$ cat config.mk
export PLATFORM = sky130hd
export DESIGN_NAME = sac_host_flat
export DESIGN_NICKNAME = d
export VERILOG_FILES = /design/src/hdl/sac_pkg.sv /design/src/hdl/sac_link_if.sv /design/src/hdl/sac_host.sv /design/src/flat_wrapper.sv
export SDC_FILE = /design/constraint.sdc
export NUM_CORES = 1
export LEC_CHECK = 0
export BUFFER_PORTS_ARGS = -buffer_cell sky130_fd_sc_hd__buf_4
export CAP_MARGIN = 20
export CORE_MARGIN = 2
export CORE_UTILIZATION = 52
export DETAILED_ROUTE_END_ITERATION = 6
export PLACE_DENSITY = 0.8
export SETUP_SLACK_MARGIN = 0.1
export SYNTH_ARGS = -nofsm -noshare
export SYNTH_HDL_FRONTEND = slang
export SYNTH_SLANG_ARGS = --single-unit
$ cat constraint.sdc
create_clock -name clk_i -period 2.3 [get_ports clk_i]
set_clock_uncertainty 0.15 [all_clocks]
set_input_delay 0.115 -clock clk_i [delete_from_list [all_inputs] [get_ports clk_i]]
set_output_delay 0.115 -clock clk_i [all_outputs]
set_load 0.02 [all_outputs]
$ cat src/hdl/sac_pkg.sv
// Constants, types and states shared by both ends of the attenuator link.
// Assumes one 20 MHz system clock on each end; no import is used.
//
// Overview of operation
// [RULE_01] Select low means parallel, high means serial
// [RULE_02] Six binary-weighted lines, 16 dB down to 0.5
// [RULE_03] Latched parallel: lines change with strobe low
// [RULE_04] Strobe held high: word follows lines directly
// [RULE_05] Parallel mode ignores serial data and clock
// [RULE_06] Six-bit shift register behind transparent latch
// [RULE_07] Shifting proceeds whatever the strobe level
// [RULE_08] Data sampled on serial clock rising edge
// [RULE_09] Serial word travels most significant bit first
// [RULE_10] Strobe high passes register, low holds it
// [RULE_11] Host shifts with strobe low, then pulses it
// [RULE_12] Serial power-up loads word from parallel lines
// [RULE_13] Parallel power-up, strobe low: preset pins pick
// [RULE_14] Parallel power-up, strobe high: lines pick word
// [RULE_15] Host serial clock no faster than 10 MHz
// [RULE_16] Serial bits weigh as lines, 16 dB first
package sac_pkg;
    localparam int WORD_W = 6;
    localparam int SYNC_STAGES = 2;
    localparam int CNT_W = 8;
    // Bit positions of the weights within the attenuation word
    localparam int BIT_16DB = 5;
    localparam int BIT_8DB = 4;
    localparam int BIT_4DB = 3;
    localparam int BIT_2DB = 2;
    localparam int BIT_1DB = 1;
    localparam int BIT_HALF_DB = 0;
    // Power-up presets chosen by the two preset select pins
    localparam logic [WORD_W-1:0] PRESET_REF = 6'h00;
    localparam logic [WORD_W-1:0] PRESET_8DB = 6'h10;
    localparam logic [WORD_W-1:0] PRESET_16DB = 6'h20;
    localparam logic [WORD_W-1:0] PRESET_31P5DB = 6'h3F;
    localparam logic [WORD_W-1:0] WORD_RESET = 6'h00;
    // Timing
    localparam int CLK_PERIOD_NS = 50;
    localparam int SCLK_MAX_MHZ = 10;
    localparam int T_SCLK_HALF_NS = 1000 / (2 * SCLK_MAX_MHZ);
    localparam int T_SER_LEPW_NS = 30;
    localparam int T_LESUP_NS = 10;
    localparam int T_PAR_LEPW_NS = 10;
    localparam int T_PDSUP_NS = 10;
    localparam int T_PDHLD_NS = 10;
    localparam logic [CNT_W-1:0] SCLK_HALF_CYC =
        CNT_W'((T_SCLK_HALF_NS + CLK_PERIOD_NS - 1) / CLK_PERIOD_NS);
    localparam logic [CNT_W-1:0] SER_LEPW_CYC =
        CNT_W'((T_SER_LEPW_NS + CLK_PERIOD_NS - 1) / CLK_PERIOD_NS);
    localparam logic [CNT_W-1:0] LESUP_CYC =
        CNT_W'((T_LESUP_NS + CLK_PERIOD_NS - 1) / CLK_PERIOD_NS);
    localparam logic [CNT_W-1:0] PAR_LEPW_CYC =
        CNT_W'((T_PAR_LEPW_NS + CLK_PERIOD_NS - 1) / CLK_PERIOD_NS);
    localparam logic [CNT_W-1:0] PDSUP_CYC =
        CNT_W'((T_PDSUP_NS + CLK_PERIOD_NS - 1) / CLK_PERIOD_NS);
    localparam logic [CNT_W-1:0] PDHLD_CYC =
        CNT_W'((T_PDHLD_NS + CLK_PERIOD_NS - 1) / CLK_PERIOD_NS);
    localparam logic [CNT_W-1:0] SETTLE_CYC = 8'h02;
    localparam logic [2:0] LAST_BIT = 3'h5;
    // Host registers on Wishbone
    localparam int ADR_W = 4;
    localparam logic [ADR_W-1:0] ADDR_CTRL = 4'h0;
    localparam logic [ADR_W-1:0] ADDR_WORD = 4'h4;
    localparam logic [ADR_W-1:0] ADDR_STATUS = 4'h8;
    localparam int CTRL_SERIAL_BIT = 0;
    localparam int CTRL_DIRECT_BIT = 1;
    localparam int CTRL_PRESET_UP_BIT = 2;
    localparam int CTRL_PRESET_LO_BIT = 3;
    localparam int STATUS_BUSY_BIT = 0;
    localparam int STATUS_CNT_LSB = 8;
    typedef enum logic [2:0] {
        DEV_SETTLE = 3'h1,
        DEV_INIT = 3'h2,
        DEV_RUN = 3'h4
    } sac_dev_st_t;
    typedef enum logic [7:0] {
        HST_IDLE = 8'h01,
        HST_PAR_SETUP = 8'h02,
        HST_PAR_PULSE = 8'h04,
        HST_PAR_HOLD = 8'h08,
        HST_SER_LOW = 8'h10,
        HST_SER_HIGH = 8'h20,
        HST_SER_LESUP = 8'h40,
        HST_SER_PULSE = 8'h80
    } sac_hst_st_t;
endpackage : sac_pkg

$ cat src/hdl/sac_link_if.sv
// Control pins between the host controller and the step attenuator.
// Host drives every pin; the device only samples them.
`timescale 1ns/1ps
`default_nettype none
interface sac_link_if;
    logic mode_serial;
    logic latch_strobe;
    logic weight_sixteen_db_line;
    logic weight_eight_db_line;
    logic weight_four_db_line;
    logic weight_two_db_line;
    logic weight_one_db_line;
    logic weight_half_db_line;
    logic preset_select_upper;
    logic preset_select_lower;
    logic serial_data;
    logic serial_clock;
    modport host (
        output mode_serial, latch_strobe,
        output weight_sixteen_db_line, weight_eight_db_line,
        output weight_four_db_line, weight_two_db_line,
        output weight_one_db_line, weight_half_db_line,
        output preset_select_upper, preset_select_lower,
        output serial_data, serial_clock
    );
    modport device (
        input mode_serial, latch_strobe,
        input weight_sixteen_db_line, weight_eight_db_line,
        input weight_four_db_line, weight_two_db_line,
        input weight_one_db_line, weight_half_db_line,
        input preset_select_upper, preset_select_lower,
        input serial_data, serial_clock
    );
endinterface : sac_link_if
`default_nettype wire

$ cat src/hdl/sac_host.sv
// Host controller that programs the attenuator over its control pins.
// Software reaches it as a classic Wishbone slave on clk_i.
//
// Decided for this implementation: the Wishbone slave port and the register addresses.
`timescale 1ns/1ps
`default_nettype none
module sac_host #(
    parameter logic [sac_pkg::CNT_W-1:0] SCLK_HALF = sac_pkg::SCLK_HALF_CYC
) (
    input wire logic clk_i,
    input wire logic rst_i,
    input wire logic wb_cyc_i,
    input wire logic wb_stb_i,
    input wire logic wb_we_i,
    input wire logic [sac_pkg::ADR_W-1:0] wb_adr_i,
    input wire logic [3:0] wb_sel_i,
    input wire logic [31:0] wb_dat_i,
    output logic [31:0] wb_dat_o,
    output logic wb_ack_o,
    sac_link_if.host link
);
    localparam int W = sac_pkg::WORD_W;
    localparam int C = sac_pkg::CNT_W;

    typedef struct packed {
        logic ack;
        logic [31:0] rdata;
        logic serial;
        logic direct;
        logic pup;
        logic plo;
        logic [W-1:0] word;
        logic [W-1:0] par;
        logic [W-1:0] shift;
        logic strobe;
        logic sclk;
        logic sdat;
        logic [C-1:0] cnt;
        logic [2:0] bits;
        logic [7:0] xfers;
        sac_pkg::sac_hst_st_t st;
    } sac_hst_state_t;

    sac_hst_state_t cur_reg;
    sac_hst_state_t cur_next;
    logic req;
    logic idle;

    assign req = wb_cyc_i & wb_stb_i & ~cur_reg.ack;
    assign idle = (cur_reg.st == sac_pkg::HST_IDLE);

    always_comb begin
        cur_next = cur_reg;
        cur_next.ack = req;
        cur_next.rdata = '0;
        if (req & ~wb_we_i) begin
            case (wb_adr_i)
                sac_pkg::ADDR_CTRL: begin
                    cur_next.rdata[sac_pkg::CTRL_SERIAL_BIT] = cur_reg.serial;
                    cur_next.rdata[sac_pkg::CTRL_DIRECT_BIT] = cur_reg.direct;
                    cur_next.rdata[sac_pkg::CTRL_PRESET_UP_BIT] = cur_reg.pup;
                    cur_next.rdata[sac_pkg::CTRL_PRESET_LO_BIT] = cur_reg.plo;
                end
                sac_pkg::ADDR_WORD: begin
                    cur_next.rdata[W-1:0] = cur_reg.word;
                end
                sac_pkg::ADDR_STATUS: begin
                    cur_next.rdata[sac_pkg::STATUS_BUSY_BIT] = ~idle;
                    cur_next.rdata[sac_pkg::STATUS_CNT_LSB+:8] = cur_reg.xfers;
                end
                default: begin
                    cur_next.rdata = '0;
                end
            endcase
        end
        cur_next.cnt = cur_reg.cnt + 8'h01;
        case (cur_reg.st)
            sac_pkg::HST_IDLE: begin
                cur_next.cnt = '0;
                if (req & wb_we_i & wb_sel_i[0]) begin
                    if (wb_adr_i == sac_pkg::ADDR_CTRL) begin
                        cur_next.serial = wb_dat_i[sac_pkg::CTRL_SERIAL_BIT];
                        cur_next.direct = wb_dat_i[sac_pkg::CTRL_DIRECT_BIT];
                        cur_next.pup = wb_dat_i[sac_pkg::CTRL_PRESET_UP_BIT];
                        cur_next.plo = wb_dat_i[sac_pkg::CTRL_PRESET_LO_BIT];
                    end else if (wb_adr_i == sac_pkg::ADDR_WORD) begin
                        cur_next.word = wb_dat_i[W-1:0];
                        cur_next.xfers = cur_reg.xfers + 8'h01;
                        if (cur_reg.serial) begin // see RULE_01
                            cur_next.shift = wb_dat_i[W-1:0];
                            cur_next.sdat = wb_dat_i[W-1]; // see RULE_09
                            cur_next.bits = '0;
                            cur_next.st = sac_pkg::HST_SER_LOW;
                        end else if (cur_reg.direct) begin
                            cur_next.par = wb_dat_i[W-1:0]; // see RULE_04
                        end else begin
                            cur_next.par = wb_dat_i[W-1:0]; // see RULE_03
                            cur_next.st = sac_pkg::HST_PAR_SETUP;
                        end
                    end
                end
                // Idle strobe: high only for direct parallel use
                cur_next.strobe = cur_next.direct & ~cur_next.serial;
                if (cur_next.st != sac_pkg::HST_IDLE) begin
                    cur_next.strobe = 1'b0;
                end
            end
            sac_pkg::HST_PAR_SETUP: begin
                if (cur_reg.cnt == sac_pkg::PDSUP_CYC - 8'h01) begin
                    cur_next.strobe = 1'b1; // see RULE_03
                    cur_next.cnt = '0;
                    cur_next.st = sac_pkg::HST_PAR_PULSE;
                end
            end
            sac_pkg::HST_PAR_PULSE: begin
                if (cur_reg.cnt == sac_pkg::PAR_LEPW_CYC - 8'h01) begin
                    cur_next.strobe = 1'b0;
                    cur_next.cnt = '0;
                    cur_next.st = sac_pkg::HST_PAR_HOLD;
                end
            end
            sac_pkg::HST_PAR_HOLD: begin
                if (cur_reg.cnt == sac_pkg::PDHLD_CYC - 8'h01) begin
                    cur_next.st = sac_pkg::HST_IDLE;
                end
            end
            sac_pkg::HST_SER_LOW: begin
                if (cur_reg.cnt == SCLK_HALF - 8'h01) begin // see RULE_15
                    cur_next.sclk = 1'b1; // see RULE_08
                    cur_next.cnt = '0;
                    cur_next.st = sac_pkg::HST_SER_HIGH;
                end
            end
            sac_pkg::HST_SER_HIGH: begin
                if (cur_reg.cnt == SCLK_HALF - 8'h01) begin // see RULE_15
                    // Data moves only on the falling edge
                    cur_next.sclk = 1'b0; // see RULE_08
                    cur_next.cnt = '0;
                    if (cur_reg.bits == sac_pkg::LAST_BIT) begin
                        cur_next.st = sac_pkg::HST_SER_LESUP;
                    end else begin
                        cur_next.bits = cur_reg.bits + 3'h1;
                        cur_next.shift = {cur_reg.shift[W-2:0], 1'b0};
                        cur_next.sdat = cur_reg.shift[W-2]; // see RULE_16
                        cur_next.st = sac_pkg::HST_SER_LOW;
                    end
                end
            end
            sac_pkg::HST_SER_LESUP: begin
                if (cur_reg.cnt == sac_pkg::LESUP_CYC - 8'h01) begin
                    cur_next.strobe = 1'b1; // see RULE_11
                    cur_next.cnt = '0;
                    cur_next.st = sac_pkg::HST_SER_PULSE;
                end
            end
            sac_pkg::HST_SER_PULSE: begin
                if (cur_reg.cnt == sac_pkg::SER_LEPW_CYC - 8'h01) begin
                    cur_next.strobe = 1'b0; // see RULE_11
                    cur_next.st = sac_pkg::HST_IDLE;
                end
            end
            default: begin
                cur_next.st = sac_pkg::HST_IDLE;
                cur_next.strobe = 1'b0;
            end
        endcase
    end

    always_ff @(posedge clk_i) begin
        if (rst_i) begin
            cur_reg <= '0;
            cur_reg.par <= sac_pkg::WORD_RESET;
            cur_reg.st <= sac_pkg::HST_IDLE;
        end else begin
            cur_reg <= cur_next;
        end
    end

    assign wb_ack_o = cur_reg.ack;
    assign wb_dat_o = cur_reg.rdata;
    assign link.mode_serial = cur_reg.serial;
    assign link.latch_strobe = cur_reg.strobe;
    assign link.weight_sixteen_db_line = cur_reg.par[sac_pkg::BIT_16DB];
    assign link.weight_eight_db_line = cur_reg.par[sac_pkg::BIT_8DB];
    assign link.weight_four_db_line = cur_reg.par[sac_pkg::BIT_4DB];
    assign link.weight_two_db_line = cur_reg.par[sac_pkg::BIT_2DB];
    assign link.weight_one_db_line = cur_reg.par[sac_pkg::BIT_1DB];
    assign link.weight_half_db_line = cur_reg.par[sac_pkg::BIT_HALF_DB];
    assign link.preset_select_upper = cur_reg.pup;
    assign link.preset_select_lower = cur_reg.plo;
    assign link.serial_data = cur_reg.sdat;
    assign link.serial_clock = cur_reg.sclk;
endmodule : sac_host
`default_nettype wire

$ cat src/flat_wrapper.sv
// flat-port wrapper written by rule: the top's interface ports become plain ports
module sac_host_flat 
#(
    parameter logic [sac_pkg::CNT_W-1:0] SCLK_HALF = sac_pkg::SCLK_HALF_CYC
)
  (clk_i, rst_i, wb_cyc_i, wb_stb_i, wb_we_i, wb_adr_i, wb_sel_i, wb_dat_i, wb_dat_o, wb_ack_o, link_mode_serial, link_latch_strobe, link_weight_sixteen_db_line, link_weight_eight_db_line, link_weight_four_db_line, link_weight_two_db_line, link_weight_one_db_line, link_weight_half_db_line, link_preset_select_upper, link_preset_select_lower, link_serial_data, link_serial_clock);
  sac_link_if link_i ();
  input wire logic clk_i;
  input wire logic rst_i;
  input wire logic wb_cyc_i;
  input wire logic wb_stb_i;
  input wire logic wb_we_i;
  input wire logic [sac_pkg::ADR_W-1:0] wb_adr_i;
  input wire logic [3:0] wb_sel_i;
  input wire logic [31:0] wb_dat_i;
  output logic [31:0] wb_dat_o;
  output logic wb_ack_o;
  output wire logic [$bits(link_i.mode_serial)-1:0] link_mode_serial;
  output wire logic [$bits(link_i.latch_strobe)-1:0] link_latch_strobe;
  output wire logic [$bits(link_i.weight_sixteen_db_line)-1:0] link_weight_sixteen_db_line;
  output wire logic [$bits(link_i.weight_eight_db_line)-1:0] link_weight_eight_db_line;
  output wire logic [$bits(link_i.weight_four_db_line)-1:0] link_weight_four_db_line;
  output wire logic [$bits(link_i.weight_two_db_line)-1:0] link_weight_two_db_line;
  output wire logic [$bits(link_i.weight_one_db_line)-1:0] link_weight_one_db_line;
  output wire logic [$bits(link_i.weight_half_db_line)-1:0] link_weight_half_db_line;
  output wire logic [$bits(link_i.preset_select_upper)-1:0] link_preset_select_upper;
  output wire logic [$bits(link_i.preset_select_lower)-1:0] link_preset_select_lower;
  output wire logic [$bits(link_i.serial_data)-1:0] link_serial_data;
  output wire logic [$bits(link_i.serial_clock)-1:0] link_serial_clock;
  assign link_mode_serial = link_i.mode_serial;
  assign link_latch_strobe = link_i.latch_strobe;
  assign link_weight_sixteen_db_line = link_i.weight_sixteen_db_line;
  assign link_weight_eight_db_line = link_i.weight_eight_db_line;
  assign link_weight_four_db_line = link_i.weight_four_db_line;
  assign link_weight_two_db_line = link_i.weight_two_db_line;
  assign link_weight_one_db_line = link_i.weight_one_db_line;
  assign link_weight_half_db_line = link_i.weight_half_db_line;
  assign link_preset_select_upper = link_i.preset_select_upper;
  assign link_preset_select_lower = link_i.preset_select_lower;
  assign link_serial_data = link_i.serial_data;
  assign link_serial_clock = link_i.serial_clock;
  sac_host #(.SCLK_HALF(SCLK_HALF)) u_core (.clk_i(clk_i), .rst_i(rst_i), .wb_cyc_i(wb_cyc_i), .wb_stb_i(wb_stb_i), .wb_we_i(wb_we_i), .wb_adr_i(wb_adr_i), .wb_sel_i(wb_sel_i), .wb_dat_i(wb_dat_i), .wb_dat_o(wb_dat_o), .wb_ack_o(wb_ack_o), .link(link_i));
endmodule
==> results_dict.tcl <==
set metrics [dict create \
    status "complete, no violations" \
    grt_usage_pct 20.72 \
    yosysWarnings 0 \
    synth_edf_count 0 \
    ios 90 \
    ir_drop_v 0.0006239 \
    crit_path_cell_trace "nor4b_4 > nand2_1 > buf_4 > a31oi_1 > nor2_1 > dlygate4sd3_1" \
    finalSetupViolCount 0 \
    core-area_um2 5921 \
    min_period_ps 2131 \
    cts_root_buffer "clkbuf_8" \
    viasPerCell 5.285 \
    r2r_cells 6 \
    largest_reg_flops 39 \
    cp.arrival_ps 2210 \
    grt_pass1_vias 2345 \
    layout_commonest_cell "dfxtp_1" \
    hold_end "u_core.cur_reg[13]" \
    synthDistinctLibCells 56 \
    p_per_area_nw_per_um2 612.3 \
    drive_gt1_share_pct 24.21 \
    grt_pass1_wl_um 10580 \
    initial_core_util_pct 53.80 \
    slowest_delay_ps 580 \
    syn_avg_cell_area_um2 8.923 \
    firstDrtPassIters 4 \
    syn2layout_area_growth_pct 21.41 \
    max_freq_mhz 469.3 \
    portBuffers 42 \
    cp_num_buf_inv 2 \
    multi_input_area_um2 1584 \
    cp_max_fo 16 \
    vias 2579 \
    rows 28 \
    worst-setup-path-type "flop to flop" \
    ys_ff_latch 66 \
    p_total_mw 2.368 \
    synth_area_um2 3186 \
    clk_pin_slew_ps 70 \
    r2r-end "u_core.wb_dat_o[0]" \
    period_share_pct 92.64 \
    crit_family "buffers and inverters" \
    synthArstFlopShare_pct 0 \
    antenna_left 0 \
    end_kind "flop" \
    hp-start "rst_i" \
    overflow 0 \
    cellLeakagePower_nw 1.535 \
    yosysSeqAreaShare_pct 41.48 \
    postLayoutCoreUtil_pct 65.32 \
    diodes 0 \
    grt_start_max_net_pins 47 \
    required_ps 2380 \
    cts_max_level 3 \
    start_kind "flop" \
    timing.rr.start "u_core.cur_reg[7]" \
    dieArea_um2 6768 \
    synth_ff_type "dfxtp_1" \
    netlist_instances 357 \
    slowest_stage "dlygate4sd3_1" \
    slew_violations 0 \
    finalHoldViolations 0 \
    hpwl_um 4362 \
    cts.sinks 66 \
    cts_tree "yes" \
    hold_class "primary input to flop" \
    min_path_cells 2 \
    cts.path.max_buffers 2 \
    drt_wl_total_um 6656 \
    fill_cells 469 \
    final_cell_mix "dfxtp_1 (64), buf_4 (63), nor2_1 (43)" \
    clk-insertion-delay-late_ps 350 \
    chipHeight_um 82.27 \
    layout.nets 458 \
    cap_viol_max_count 0 \
    drt_iter0_markers 111 \
    gp_congestion 0.8853 \
    die_x_um 82.27 \
    drc 0 \
    antenna_found_initial 0 \
    reg2reg_slack_ps 170 \
    seq_area_um2 1324 \
    post_drt_wl_per_cell_um 13.64 \
    rsz0062_at_grt "yes" \
    cts_buffers 9 \
]
logic make-up after synthesis:
kind of cell               Yosys count  share of synthesized area, %
AOI/OAI and AO/OA                   57                         12.37
DFF                                 66                         41.48
and+or+nand+nor                    137                         23.13
muxes                               13                         4.085
xor gates and xnor gates            18                         4.949
other                                1                        0.1177
buffers and inverters               60                         11.90
adders and majority gates            5                         1.964
final cells by class:
type,instances,area share [%]
Clock inverter,4,1.909
Tap cell,75,2.426
Timing Repair Buffer,74,15.59
Inverter,9,0.8735
Clock buffer,12,4.012
Multi-Input combinational cell,248,40.96
Sequential cell,66,34.23
worst max-delay path by stage:
stage | startpoint | to | slack, ps | depth (start not counted)
3_3_place_gp | u_core.wb_ack_o | u_core.link.serial_data | 30 | 5
5_1_grt | u_core.cur_reg[19] | u_core.cur_reg[2] | 50 | 6
3_5_place_dp | u_core.wb_ack_o | u_core.cur_reg[34] | -30 | 5
6_report | u_core.cur_reg[7] | u_core.wb_dat_o[0] | 170 | 6
2_1_floorplan | u_core.wb_ack_o | u_core.link.serial_data | 200 | 7
4_1_cts | wb_adr_i[3] | u_core.cur_reg[34] | 130 | 8
Yosys cell counts (2+ instances only):
cell	number	area, µm²
a211oi_1	7	52.55
a211oi_2	2	25.02
a21oi_1	13	65.06
a22o_1	2	17.52
a22oi_1	6	45.04
a31oi_1	3	18.77
and2_1	11	68.82
and3_1	4	25.02
buf_2	3	15.01
buf_4	32	240.2
buf_6	4	45.04
clkbuf_1	12	45.04
dfxtp_1	66	1321
ha_1	5	62.56
inv_1	8	30.03
mux2i_1	13	130.1
nand2_1	23	86.33
nand3_1	11	55.05
nand4_1	4	25.02
nand4b_1	2	17.52
nor2_1	43	161.4
nor2b_1	2	12.51
nor3_1	9	45.04
nor3b_1	4	30.03
nor4_1	5	31.28
nor4b_1	2	17.52
o21ai_0	14	70.07
o31ai_1	2	15.01
or3_1	2	12.51
xnor2_1	11	96.34
xor2_1	7	61.31
metal layers:
metal  share of wire, %  GRT usage [%]  wire length (µm)  vias up
li1                   -              -                 -     1293
met3                4.8          6.957               322       11
met5                  0              0                 0        -
met1                 43          25.98              2874     1208
met2                 50          33.15              3312       67
met4                2.2          7.333               146        0
power by group:
group          total [mW]  internal (mW)  leakage [nW]  switching, mW
Clock                1.12          0.670         0.117          0.446
Sequential           1.14           1.14         0.533        0.00102
Combinational       0.108         0.0383         0.886         0.0693
stage by stage:
step                      hold WS (ps)  TNS (ps)  instances  worst slack, ps  area (µm²)
final                            65.66         0        488            169.2        3867
after global routing             57.37         0        488            52.11        3867
after CTS                        51.73         0        487            129.3        3826
after detailed placement         243.2    -72.41        457           -26.68        3441
after global placement           235.8         0        457            29.63        3441
after floorplan                  100.3         0        374            195.2        3249
timing repair:
item                                    4_1_cts  5_1_grt
endpoints found under the setup margin       13       32
buffers inserted                              5        1
gates resized for setup                       1        8
hold buffers                                  9        0
hold endpoints to repair                     23        0
pin swaps                                     2        1
(Power assumes the default switching activity.)
